--- config.mk ---
export PLATFORM = sky130hd
export DESIGN_NAME = bas_audio_port
export DESIGN_NICKNAME = d
export VERILOG_FILES = /design/src/bas_pkg.sv /design/src/bas_audio_port.sv /design/src/bas_skid_buffer.sv
export SDC_FILE = /design/constraint.sdc
export NUM_CORES = 1
export LEC_CHECK = 0
export BUFFER_PORTS_ARGS = -buffer_cell sky130_fd_sc_hd__buf_4
export CORE_AREA = 5 5 178 180
export CTS_BUF_LIST = sky130_fd_sc_hd__clkbuf_4
export DETAILED_ROUTE_END_ITERATION = 6
export DIE_AREA = 0 0 183 185
export PLACE_DENSITY = 0.55
export SLEW_MARGIN = 10
export SYNTH_ARGS = -nofsm -noshare
export SYNTH_HDL_FRONTEND = slang
export SYNTH_SLANG_ARGS = --single-unit
export TNS_END_PERCENT = 1
--- constraint.sdc ---
create_clock -name clock -period 4.85 [get_ports clock]
set_input_delay 0.2425 -clock clock [delete_from_list [all_inputs] [get_ports clock]]
set_output_delay 0.2425 -clock clock [all_outputs]
set_load 0.005 [all_outputs]
--- src/bas_pkg.sv ---
package bas_pkg;
    // ************************************************************
    // Word and frame shape
    // ************************************************************
    localparam int WORD_BITS = 16;
    localparam logic [4:0] HALF_SLOTS_32 = 5'h10;
    localparam logic [4:0] HALF_SLOTS_50 = 5'h19;
    localparam logic [4:0] WORD_SLOTS = 5'h10;
    localparam logic [4:0] IDLE_COUNT = 5'h10;

    // ************************************************************
    // Clock and divider
    // ************************************************************
    localparam int CLK_PERIOD_NS = 40;
    localparam int FRAME_RATE_HZ = 48000;
    localparam int SLAVE_MAX_BCLK_KHZ = 3072;
    localparam int SLAVE_MIN_PERIOD_CYC = (1000000 / SLAVE_MAX_BCLK_KHZ) / CLK_PERIOD_NS;
    localparam int DIV_BITS = 12;
    localparam logic [11:0] DIV_NUM_32 = 12'h180;
    localparam logic [11:0] DIV_DEN_32 = 12'hc35;
    localparam logic [11:0] DIV_NUM_50 = 12'h018;
    localparam logic [11:0] DIV_DEN_50 = 12'h07d;
    localparam logic [4:0] MIN_PHASE_CYC = 5'h05;

    // ************************************************************
    // Values after reset
    // ************************************************************
    localparam logic [11:0] ACC_RESET = 12'h000;
    localparam logic [4:0] CNT_RESET = 5'h00;
    localparam logic [15:0] WORD_RESET = 16'h0000;
endpackage

--- src/bas_audio_port.sv ---
`timescale 1ns/1ps
module bas_audio_port (
    input wire logic clock,
    input wire logic rst_n,
    input wire logic master_mode,
    input wire logic frame_50,
    input wire logic [11:0] div_num,
    input wire logic [11:0] div_den,
    input wire logic sck_in,
    output logic sck_out,
    output logic sck_oe,
    input wire logic ws_in,
    output logic ws_out,
    output logic ws_oe,
    output logic sdo,
    output logic sdo_oe,
    input wire logic sdi,
    input wire logic [31:0] tx_data,
    input wire logic tx_valid,
    output logic tx_ready,
    output logic [31:0] rx_data,
    output logic rx_valid,
    input wire logic rx_ready,
    output logic tx_underrun,
    output logic rx_overflow
);
    // ************************************************************
    // Master clock generation
    // ************************************************************
    logic [11:0] acc;
    logic [12:0] acc_sum;
    logic tick;
    logic mfall;
    logic [4:0] half_cnt;
    logic [4:0] half_len;

    assign acc_sum = {1'b0, acc} + {1'b0, div_num};
    assign tick = master_mode && (acc_sum >= {1'b0, div_den});
    assign mfall = tick && sck_out;
    assign half_len = frame_50 ? bas_pkg::HALF_SLOTS_50 : bas_pkg::HALF_SLOTS_32;

    always_ff @(posedge clock) begin
        if (!rst_n) begin
            acc <= bas_pkg::ACC_RESET;
        end else if (tick) begin
            acc <= 12'(acc_sum - {1'b0, div_den});
        end else if (master_mode) begin
            acc <= acc_sum[11:0];
        end else begin
            acc <= bas_pkg::ACC_RESET;
        end
    end

    always_ff @(posedge clock) begin
        if (!rst_n) begin
            sck_out <= 1'b0;
        end else if (tick) begin
            sck_out <= !sck_out;
        end
    end

    always_ff @(posedge clock) begin
        if (!rst_n) begin
            half_cnt <= bas_pkg::CNT_RESET;
            ws_out <= 1'b0;
        end else if (mfall) begin
            if (half_cnt >= half_len - 5'h01) begin
                half_cnt <= bas_pkg::CNT_RESET;
                ws_out <= !ws_out;
            end else begin
                half_cnt <= half_cnt + 5'h01;
            end
        end
    end

    always_ff @(posedge clock) begin
        if (!rst_n) begin
            sck_oe <= 1'b0;
            ws_oe <= 1'b0;
            sdo_oe <= 1'b0;
        end else begin
            sck_oe <= master_mode;
            ws_oe <= master_mode;
            sdo_oe <= 1'b1;
        end
    end

    // ************************************************************
    // Edge detection on the active bit clock
    // ************************************************************
    logic sck_now;
    logic ws_now;
    logic sck_prev;
    logic rise;
    logic fall;

    assign sck_now = master_mode ? sck_out : sck_in;
    assign ws_now = master_mode ? ws_out : ws_in;
    assign rise = sck_now && !sck_prev;
    assign fall = !sck_now && sck_prev;

    always_ff @(posedge clock) begin
        if (!rst_n) begin
            sck_prev <= 1'b0;
        end else begin
            sck_prev <= sck_now;
        end
    end

    // ************************************************************
    // Word framing
    // ************************************************************
    logic ws_s;
    logic start_pend;
    logic chan_pend;

    always_ff @(posedge clock) begin
        if (!rst_n) begin
            ws_s <= 1'b0;
            start_pend <= 1'b0;
            chan_pend <= 1'b0;
        end else if (rise) begin
            ws_s <= ws_now;
            if (ws_now != ws_s) begin
                start_pend <= 1'b1;
                chan_pend <= ws_now;
            end
        end else if (fall) begin
            start_pend <= 1'b0;
        end
    end

    // ************************************************************
    // Transmit path
    // ************************************************************
    logic [31:0] txb_data;
    logic txb_valid;
    logic txb_pop;
    logic [15:0] tx_sh;
    logic [15:0] right_hold;
    logic [15:0] load_word;
    logic [4:0] tx_cnt;

    assign txb_pop = fall && start_pend && !chan_pend;
    assign load_word = chan_pend ? right_hold : (txb_valid ? txb_data[31:16] : 16'h0000);

    bas_skid_buffer #(.WIDTH(32)) u_tx_buf (
        .clock(clock),
        .rst_n(rst_n),
        .in_data(tx_data),
        .in_valid(tx_valid),
        .in_ready(tx_ready),
        .out_data(txb_data),
        .out_valid(txb_valid),
        .out_ready(txb_pop)
    );

    always_ff @(posedge clock) begin
        if (!rst_n) begin
            right_hold <= bas_pkg::WORD_RESET;
            tx_underrun <= 1'b0;
        end else begin
            tx_underrun <= txb_pop && !txb_valid;
            if (txb_pop) begin
                right_hold <= txb_valid ? txb_data[15:0] : 16'h0000;
            end
        end
    end

    always_ff @(posedge clock) begin
        if (!rst_n) begin
            sdo <= 1'b0;
            tx_sh <= bas_pkg::WORD_RESET;
            tx_cnt <= bas_pkg::IDLE_COUNT;
        end else if (fall) begin
            if (start_pend) begin
                sdo <= load_word[15];
                tx_sh <= {load_word[14:0], 1'b0};
                tx_cnt <= 5'h01;
            end else if (tx_cnt < bas_pkg::WORD_SLOTS) begin
                sdo <= tx_sh[15];
                tx_sh <= {tx_sh[14:0], 1'b0};
                tx_cnt <= tx_cnt + 5'h01;
            end else begin
                sdo <= 1'b0;
            end
        end
    end

    // ************************************************************
    // Receive path
    // ************************************************************
    logic [15:0] rx_sh;
    logic [15:0] left_hold;
    logic [4:0] rx_cnt;
    logic rx_chan;
    logic rxb_push;
    logic rxb_ready;
    logic [31:0] rxb_data;

    always_ff @(posedge clock) begin
        if (!rst_n) begin
            rx_sh <= bas_pkg::WORD_RESET;
            left_hold <= bas_pkg::WORD_RESET;
            rx_cnt <= bas_pkg::IDLE_COUNT;
            rx_chan <= 1'b0;
            rxb_push <= 1'b0;
            rxb_data <= '0;
            rx_overflow <= 1'b0;
        end else begin
            rxb_push <= 1'b0;
            rx_overflow <= rxb_push && !rxb_ready;
            if (fall && start_pend) begin
                rx_cnt <= bas_pkg::CNT_RESET;
                rx_chan <= chan_pend;
            end else if (rise && rx_cnt < bas_pkg::WORD_SLOTS) begin
                rx_sh <= {rx_sh[14:0], sdi};
                rx_cnt <= rx_cnt + 5'h01;
                if (rx_cnt == bas_pkg::WORD_SLOTS - 5'h01) begin
                    if (rx_chan) begin
                        rxb_data <= {left_hold, rx_sh[14:0], sdi};
                        rxb_push <= 1'b1;
                    end else begin
                        left_hold <= {rx_sh[14:0], sdi};
                    end
                end
            end
        end
    end

    bas_skid_buffer #(.WIDTH(32)) u_rx_buf (
        .clock(clock),
        .rst_n(rst_n),
        .in_data(rxb_data),
        .in_valid(rxb_push),
        .in_ready(rxb_ready),
        .out_data(rx_data),
        .out_valid(rx_valid),
        .out_ready(rx_ready)
    );

    // ************************************************************
    // Checks
    // ************************************************************
    logic [4:0] phase_cnt;

    always_ff @(posedge clock) begin
        if (!rst_n || tick) begin
            phase_cnt <= 5'h01;
        end else if (phase_cnt != 5'h1f) begin
            phase_cnt <= phase_cnt + 5'h01;
        end
    end
endmodule

--- src/bas_skid_buffer.sv ---
`timescale 1ns/1ps
module bas_skid_buffer #(
    parameter int WIDTH = 32
) (
    input wire logic clock,
    input wire logic rst_n,
    input wire logic [WIDTH-1:0] in_data,
    input wire logic in_valid,
    output logic in_ready,
    output logic [WIDTH-1:0] out_data,
    output logic out_valid,
    input wire logic out_ready
);
    logic [WIDTH-1:0] skid_data;
    logic skid_valid;
    logic next_skid_valid;
    logic push;
    logic pop;

    assign push = in_valid & in_ready;
    assign pop = out_valid & out_ready;

    always_comb begin
        next_skid_valid = skid_valid;
        if (!out_valid || pop) begin
            next_skid_valid = 1'b0;
        end else if (push) begin
            next_skid_valid = 1'b1;
        end
    end

    // ************************************************************
    // Two entries: output stage plus skid stage
    // ************************************************************
    always_ff @(posedge clock) begin
        if (!rst_n) begin
            out_valid <= 1'b0;
            out_data <= '0;
            skid_valid <= 1'b0;
            skid_data <= '0;
            in_ready <= 1'b0;
        end else begin
            skid_valid <= next_skid_valid;
            in_ready <= !next_skid_valid;
            if (!out_valid || pop) begin
                if (skid_valid) begin
                    out_data <= skid_data;
                    out_valid <= 1'b1;
                end else begin
                    out_data <= in_data;
                    out_valid <= push;
                end
            end else if (push) begin
                skid_data <= in_data;
            end
        end
    end
endmodule
==> flow_metrics.py <==
metrics = {
    "pwr": {
        "pwr-share-comb": 0.275,
        "sw_frac_of_total": 0.324,
        "ir_worst_vdd_v": 0.000175,
        "seqPwrFrac": 0.375,
        "power_density_nw_per_um2": 450,
        "p_int_w": 0.00430,
        "clkPwrFrac": 0.350,
        "power_switching_w": 0.00206,
        "power.leakage_nw": 5.39,
    },
    "floorplan": {
        "fp.dieW_um": 183,
        "die-area_um2": 33900,
        "ios": 107,
        "initial_core_util": 0.390,
        "row_count": 64,
        "dieHeight_um": 185,
        "core_um2": 30000,
    },
    "global_route": {
        "antenna_found_initial": 1,
        "grt_max_degree": 91,
        "grt_overflow": 0,
        "groute.usage.overall": 0.167,
        "grt_pass1_wl_um": 47800,
        "grt_pass1_vias": 9529,
    },
    "logic_synthesis": {
        "ys_types": 71,
        "synth_edf_count": 0,
        "yosysTopAreaCell": "dfxtp_1",
        "syn_nets": 1502,
        "ys_seq_area_frac": 0.458,
        "synth-compound-area-share": 0.198,
        "synthFlopType": "dfxtp_1",
        "synth_area_per_cell_um2": 8.36,
        "syn_area_um2": 11700,
        "synth_fa_ha_area_frac": 0.0376,
        "synth.area.mux_share": 0.0626,
        "synth_top_area_frac": 0.458,
        "synth_area_leaders": "dfxtp_1 46%, nand2_1 9.4%, a21oi_1 7.6%",
        "synthSimpleGateAreaFrac": 0.183,
        "netlist_instances": 1403,
        "synth_seq_cells": 268,
        "synth_xor_area_frac": 0.0134,
        "yosysWarnings": 0,
        "synth_top_family_by_area": "compound AO/OA/AOI/OAI gates",
        "async_flop_share": 0,
    },
    "sta": {
        "fin_skew_ns": 0.0456,
        "setup-violations-final": 0,
        "final_max_slew_viol_count": 0,
        "maxSlewHeadroom": 0.256,
        "fmax_ghz": 0.272,
        "finalSetupTns_ns": 0,
        "worst_slew_pin_slew_ns": 1.12,
        "min_period_ns": 3.68,
        "period_share": 0.759,
        "finalWorstSetupSlack_ns": 1.17,
        "rsz0062_at_grt": "no",
        "hold_violations": 0,
        "whs_ns": 0.0707,
    },
    "status": {
        "status": "finished, final reports clean",
    },
    "clock_network": {
        "cts_buffers": 75,
        "cts_setup_buffers": 0,
        "cts_buffer_depth": 3,
        "path_clk_slew_ns": 0.06,
        "cts.sinks": 268,
        "clk_latency_ns": 0.68,
        "htree_levels": 3,
        "cts_tree": "built",
        "cts_root_buffer": "clkbuf_4",
    },
    "setup_path": {
        "critical_path_class": "flop to flop",
        "crit_path_end": "half_cnt[3]$_SDFFE_PN0P_",
        "worst_setup_path_end_kind": "flop",
        "r2r_cells": 14,
        "cp_data_required_time_ns": 5.34,
        "rr_endpoint": "half_cnt[3]$_SDFFE_PN0P_",
        "cp-start-kind": "flop",
        "reg2reg_from": "acc[0]$_SDFF_PN0_",
        "r2r_slack_ns": 1.17,
        "crit_arrival_ns": 4.17,
        "startpoint": "acc[0]$_SDFF_PN0_",
        "cp_max_fo": 21,
    },
    "placement": {
        "gp_congestion": 0.806,
        "io_buffers": 106,
        "placed_cells": 1822,
        "place_ws_ns": 1.13,
        "hpwl_um": 18400,
    },
    "worst_hold_path": {
        "hold_path_class": "input port to flop",
    },
    "detailed_routing": {
        "dr.pass1.iters": 5,
        "wl_per_cell_um": 14.3,
        "ant_nets": 0,
        "dr.first_iter.drc_count": 493,
        "drc": 0,
        "vias": 10000,
        "wl_um": 28600,
        "via_per_inst": 5.04,
    },
    "cells_and_area": {
        "drive_above_1_share": 0.181,
        "area_delta_synth_final_pct": 20.7,
        "fin_util": 0.471,
        "final_cells": 1994,
        "fin_nets": 1641,
    },
    "job": {
        "maxCapViolCount": 0,
    },
}
## cell families (layout without fill, tap and decap cells)
group,Yosys count,count (layout)
flops,268,268
buf+inv,129,323
compound gates,368,368
mux,72,72
xor+xnor,18,18
other cells,0,1
simple gates,514,514
fa+ha+maj,34,34
## cell usage after synthesis (3+ instances only)
cell,n
a211oi_1,79
a211oi_2,3
a21o_1,4
a21oi_1,179
a22o_1,5
a22o_2,10
a22oi_1,16
and2_1,3
and3_1,9
buf_1,4
buf_2,34
buf_4,6
clkbuf_1,54
dfxtp_1,268
ha_1,32
inv_1,29
mux2i_1,70
nand2_1,295
nand2b_1,5
nand3_1,22
nand4_1,5
nand4b_1,3
nor2_1,127
nor2b_1,5
nor3_1,17
nor4_1,5
o211ai_1,5
o21a_1,7
o21ai_0,27
o21ai_1,4
or3_1,6
xnor2_1,12
xor2_1,6
## metal layers
layer	vias to the layer above	share of wire	GRT usage	routed length (µm)
met3	39	0.050	0.0387	1440
met2	203	0.45	0.266	12900
met5	-	0	0	0
met4	0	0.016	0.0530	464
li1	5215	-	-	-
met1	4588	0.48	0.226	13800
## power by group through the flow
| stage | logic (W) | registers [W] | clock network [W] |
|---|---|---|---|
| after floorplan | 0.00137 | 0.00239 | 0 |
| after global placement | 0.00170 | 0.00244 | 0 |
| after detailed placement | 0.00171 | 0.00244 | 0 |
| after CTS | 0.00175 | 0.00239 | 0.00232 |
| after global routing | 0.00199 | 0.00240 | 0.00245 |
| final | 0.00175 | 0.00239 | 0.00223 |
## placed cells by master, fill, tap and decap left out, types with 4 or more instances in the layout
| cell | count |
|---|---|
| o21ai_1 | 4 |
| a211oi_1 | 79 |
| inv_1 | 29 |
| clkbuf_4 | 120 |
| nand4_1 | 5 |
| nor2b_1 | 4 |
| a22oi_1 | 16 |
| nand2_1 | 294 |
| or3_1 | 6 |
| a21oi_1 | 179 |
| nor2_1 | 126 |
| mux2i_1 | 70 |
| nor4_1 | 5 |
| nand2b_1 | 4 |
| xnor2_1 | 12 |
| o21a_1 | 7 |
| o211ai_1 | 5 |
| xor2_1 | 6 |
| nor3_1 | 17 |
| dfxtp_1 | 266 |
| o21ai_0 | 27 |
| dlygate4sd3_1 | 39 |
| ha_1 | 32 |
| a22o_1 | 5 |
| nand3_1 | 22 |
| and3_1 | 9 |
| a21o_1 | 4 |
| a22o_2 | 10 |
| buf_4 | 122 |
## worst min-delay path by stage
stage / startpoint / to / slack [ns] / cells after the start
6_report: div_den[0] / acc[0]$_SDFF_PN0_ / 0.07 / 4
5_1_grt: div_den[0] / acc[0]$_SDFF_PN0_ / 0.05 / 4
2_1_floorplan: rst_n / sdo_oe$_DFF_P_ / 0.27 / 0
3_5_place_dp: left_hold[11]$_SDFFE_PN0P_ / rxb_data[27]$_SDFFE_PN0P_ / 0.45 / 2
3_3_place_gp: u_rx_buf.skid_data[29]$_SDFFE_PN0P_ / u_rx_buf.skid_data[29]$_SDFFE_PN0P_ / 0.44 / 2
4_1_cts: div_den[0] / acc[0]$_SDFF_PN0_ / 0.02 / 4
## cell type report
| class | instances | area [µm²] |
|---|---|---|
| clock buffers | 120 | 901 |
| repair buffers | 161 | 1310 |
| multi-input cells | 1006 | 5810 |
| well taps | 396 | 495 |
| fillers | 3010 | 15900 |
| clock inverters | 12 | 145 |
| inverters | 30 | 118 |
| flip-flops and latches | 268 | 5370 |
| diodes | 1 | 2.50 |
## registers in the layout, indices dropped and copies added, names as in the netlist, 5 cells and up
register / flops
acc: 12
half_cnt: 5
left_hold: 16
right_hold: 16
rx_cnt: 5
rx_sh: 15
rxb_data: 32
tx_cnt: 5
tx_sh: 15
u_rx_buf.out_data: 32
u_rx_buf.skid_data: 32
u_tx_buf.out_data: 32
u_tx_buf.skid_data: 32
## what timing repair did
action / 4_1_cts / 5_1_grt
hold buffers: 39 / 0
hold endpoints to repair: 82 / 0
resized for setup: 0 / 0
## per-stage QoR
step                      area [µm²]  power (W)
after floorplan                11700    0.00377
after global placement         12700    0.00414
after detailed placement       12700    0.00415
after CTS                      14100    0.00645
after global routing           14100    0.00684
final                          14100    0.00637
## worst max-delay path: stages (launching register included)
cell and delay [ns]:
dfxtp_1 0.31, ha_1 0.16, inv_1 0.05, fa_1 0.42
nor2b_1 0.17, o31a_1 0.25, o21a_1 0.19, xor2_1 0.09
ha_1 0.42, nand2_1 0.12, or3_1 0.40, a31oi_2 0.20
o21a_2 0.43, o211a_1 0.22, a21oi_1 0.06
No activity file was read; power rests on OpenSTA's default activity.
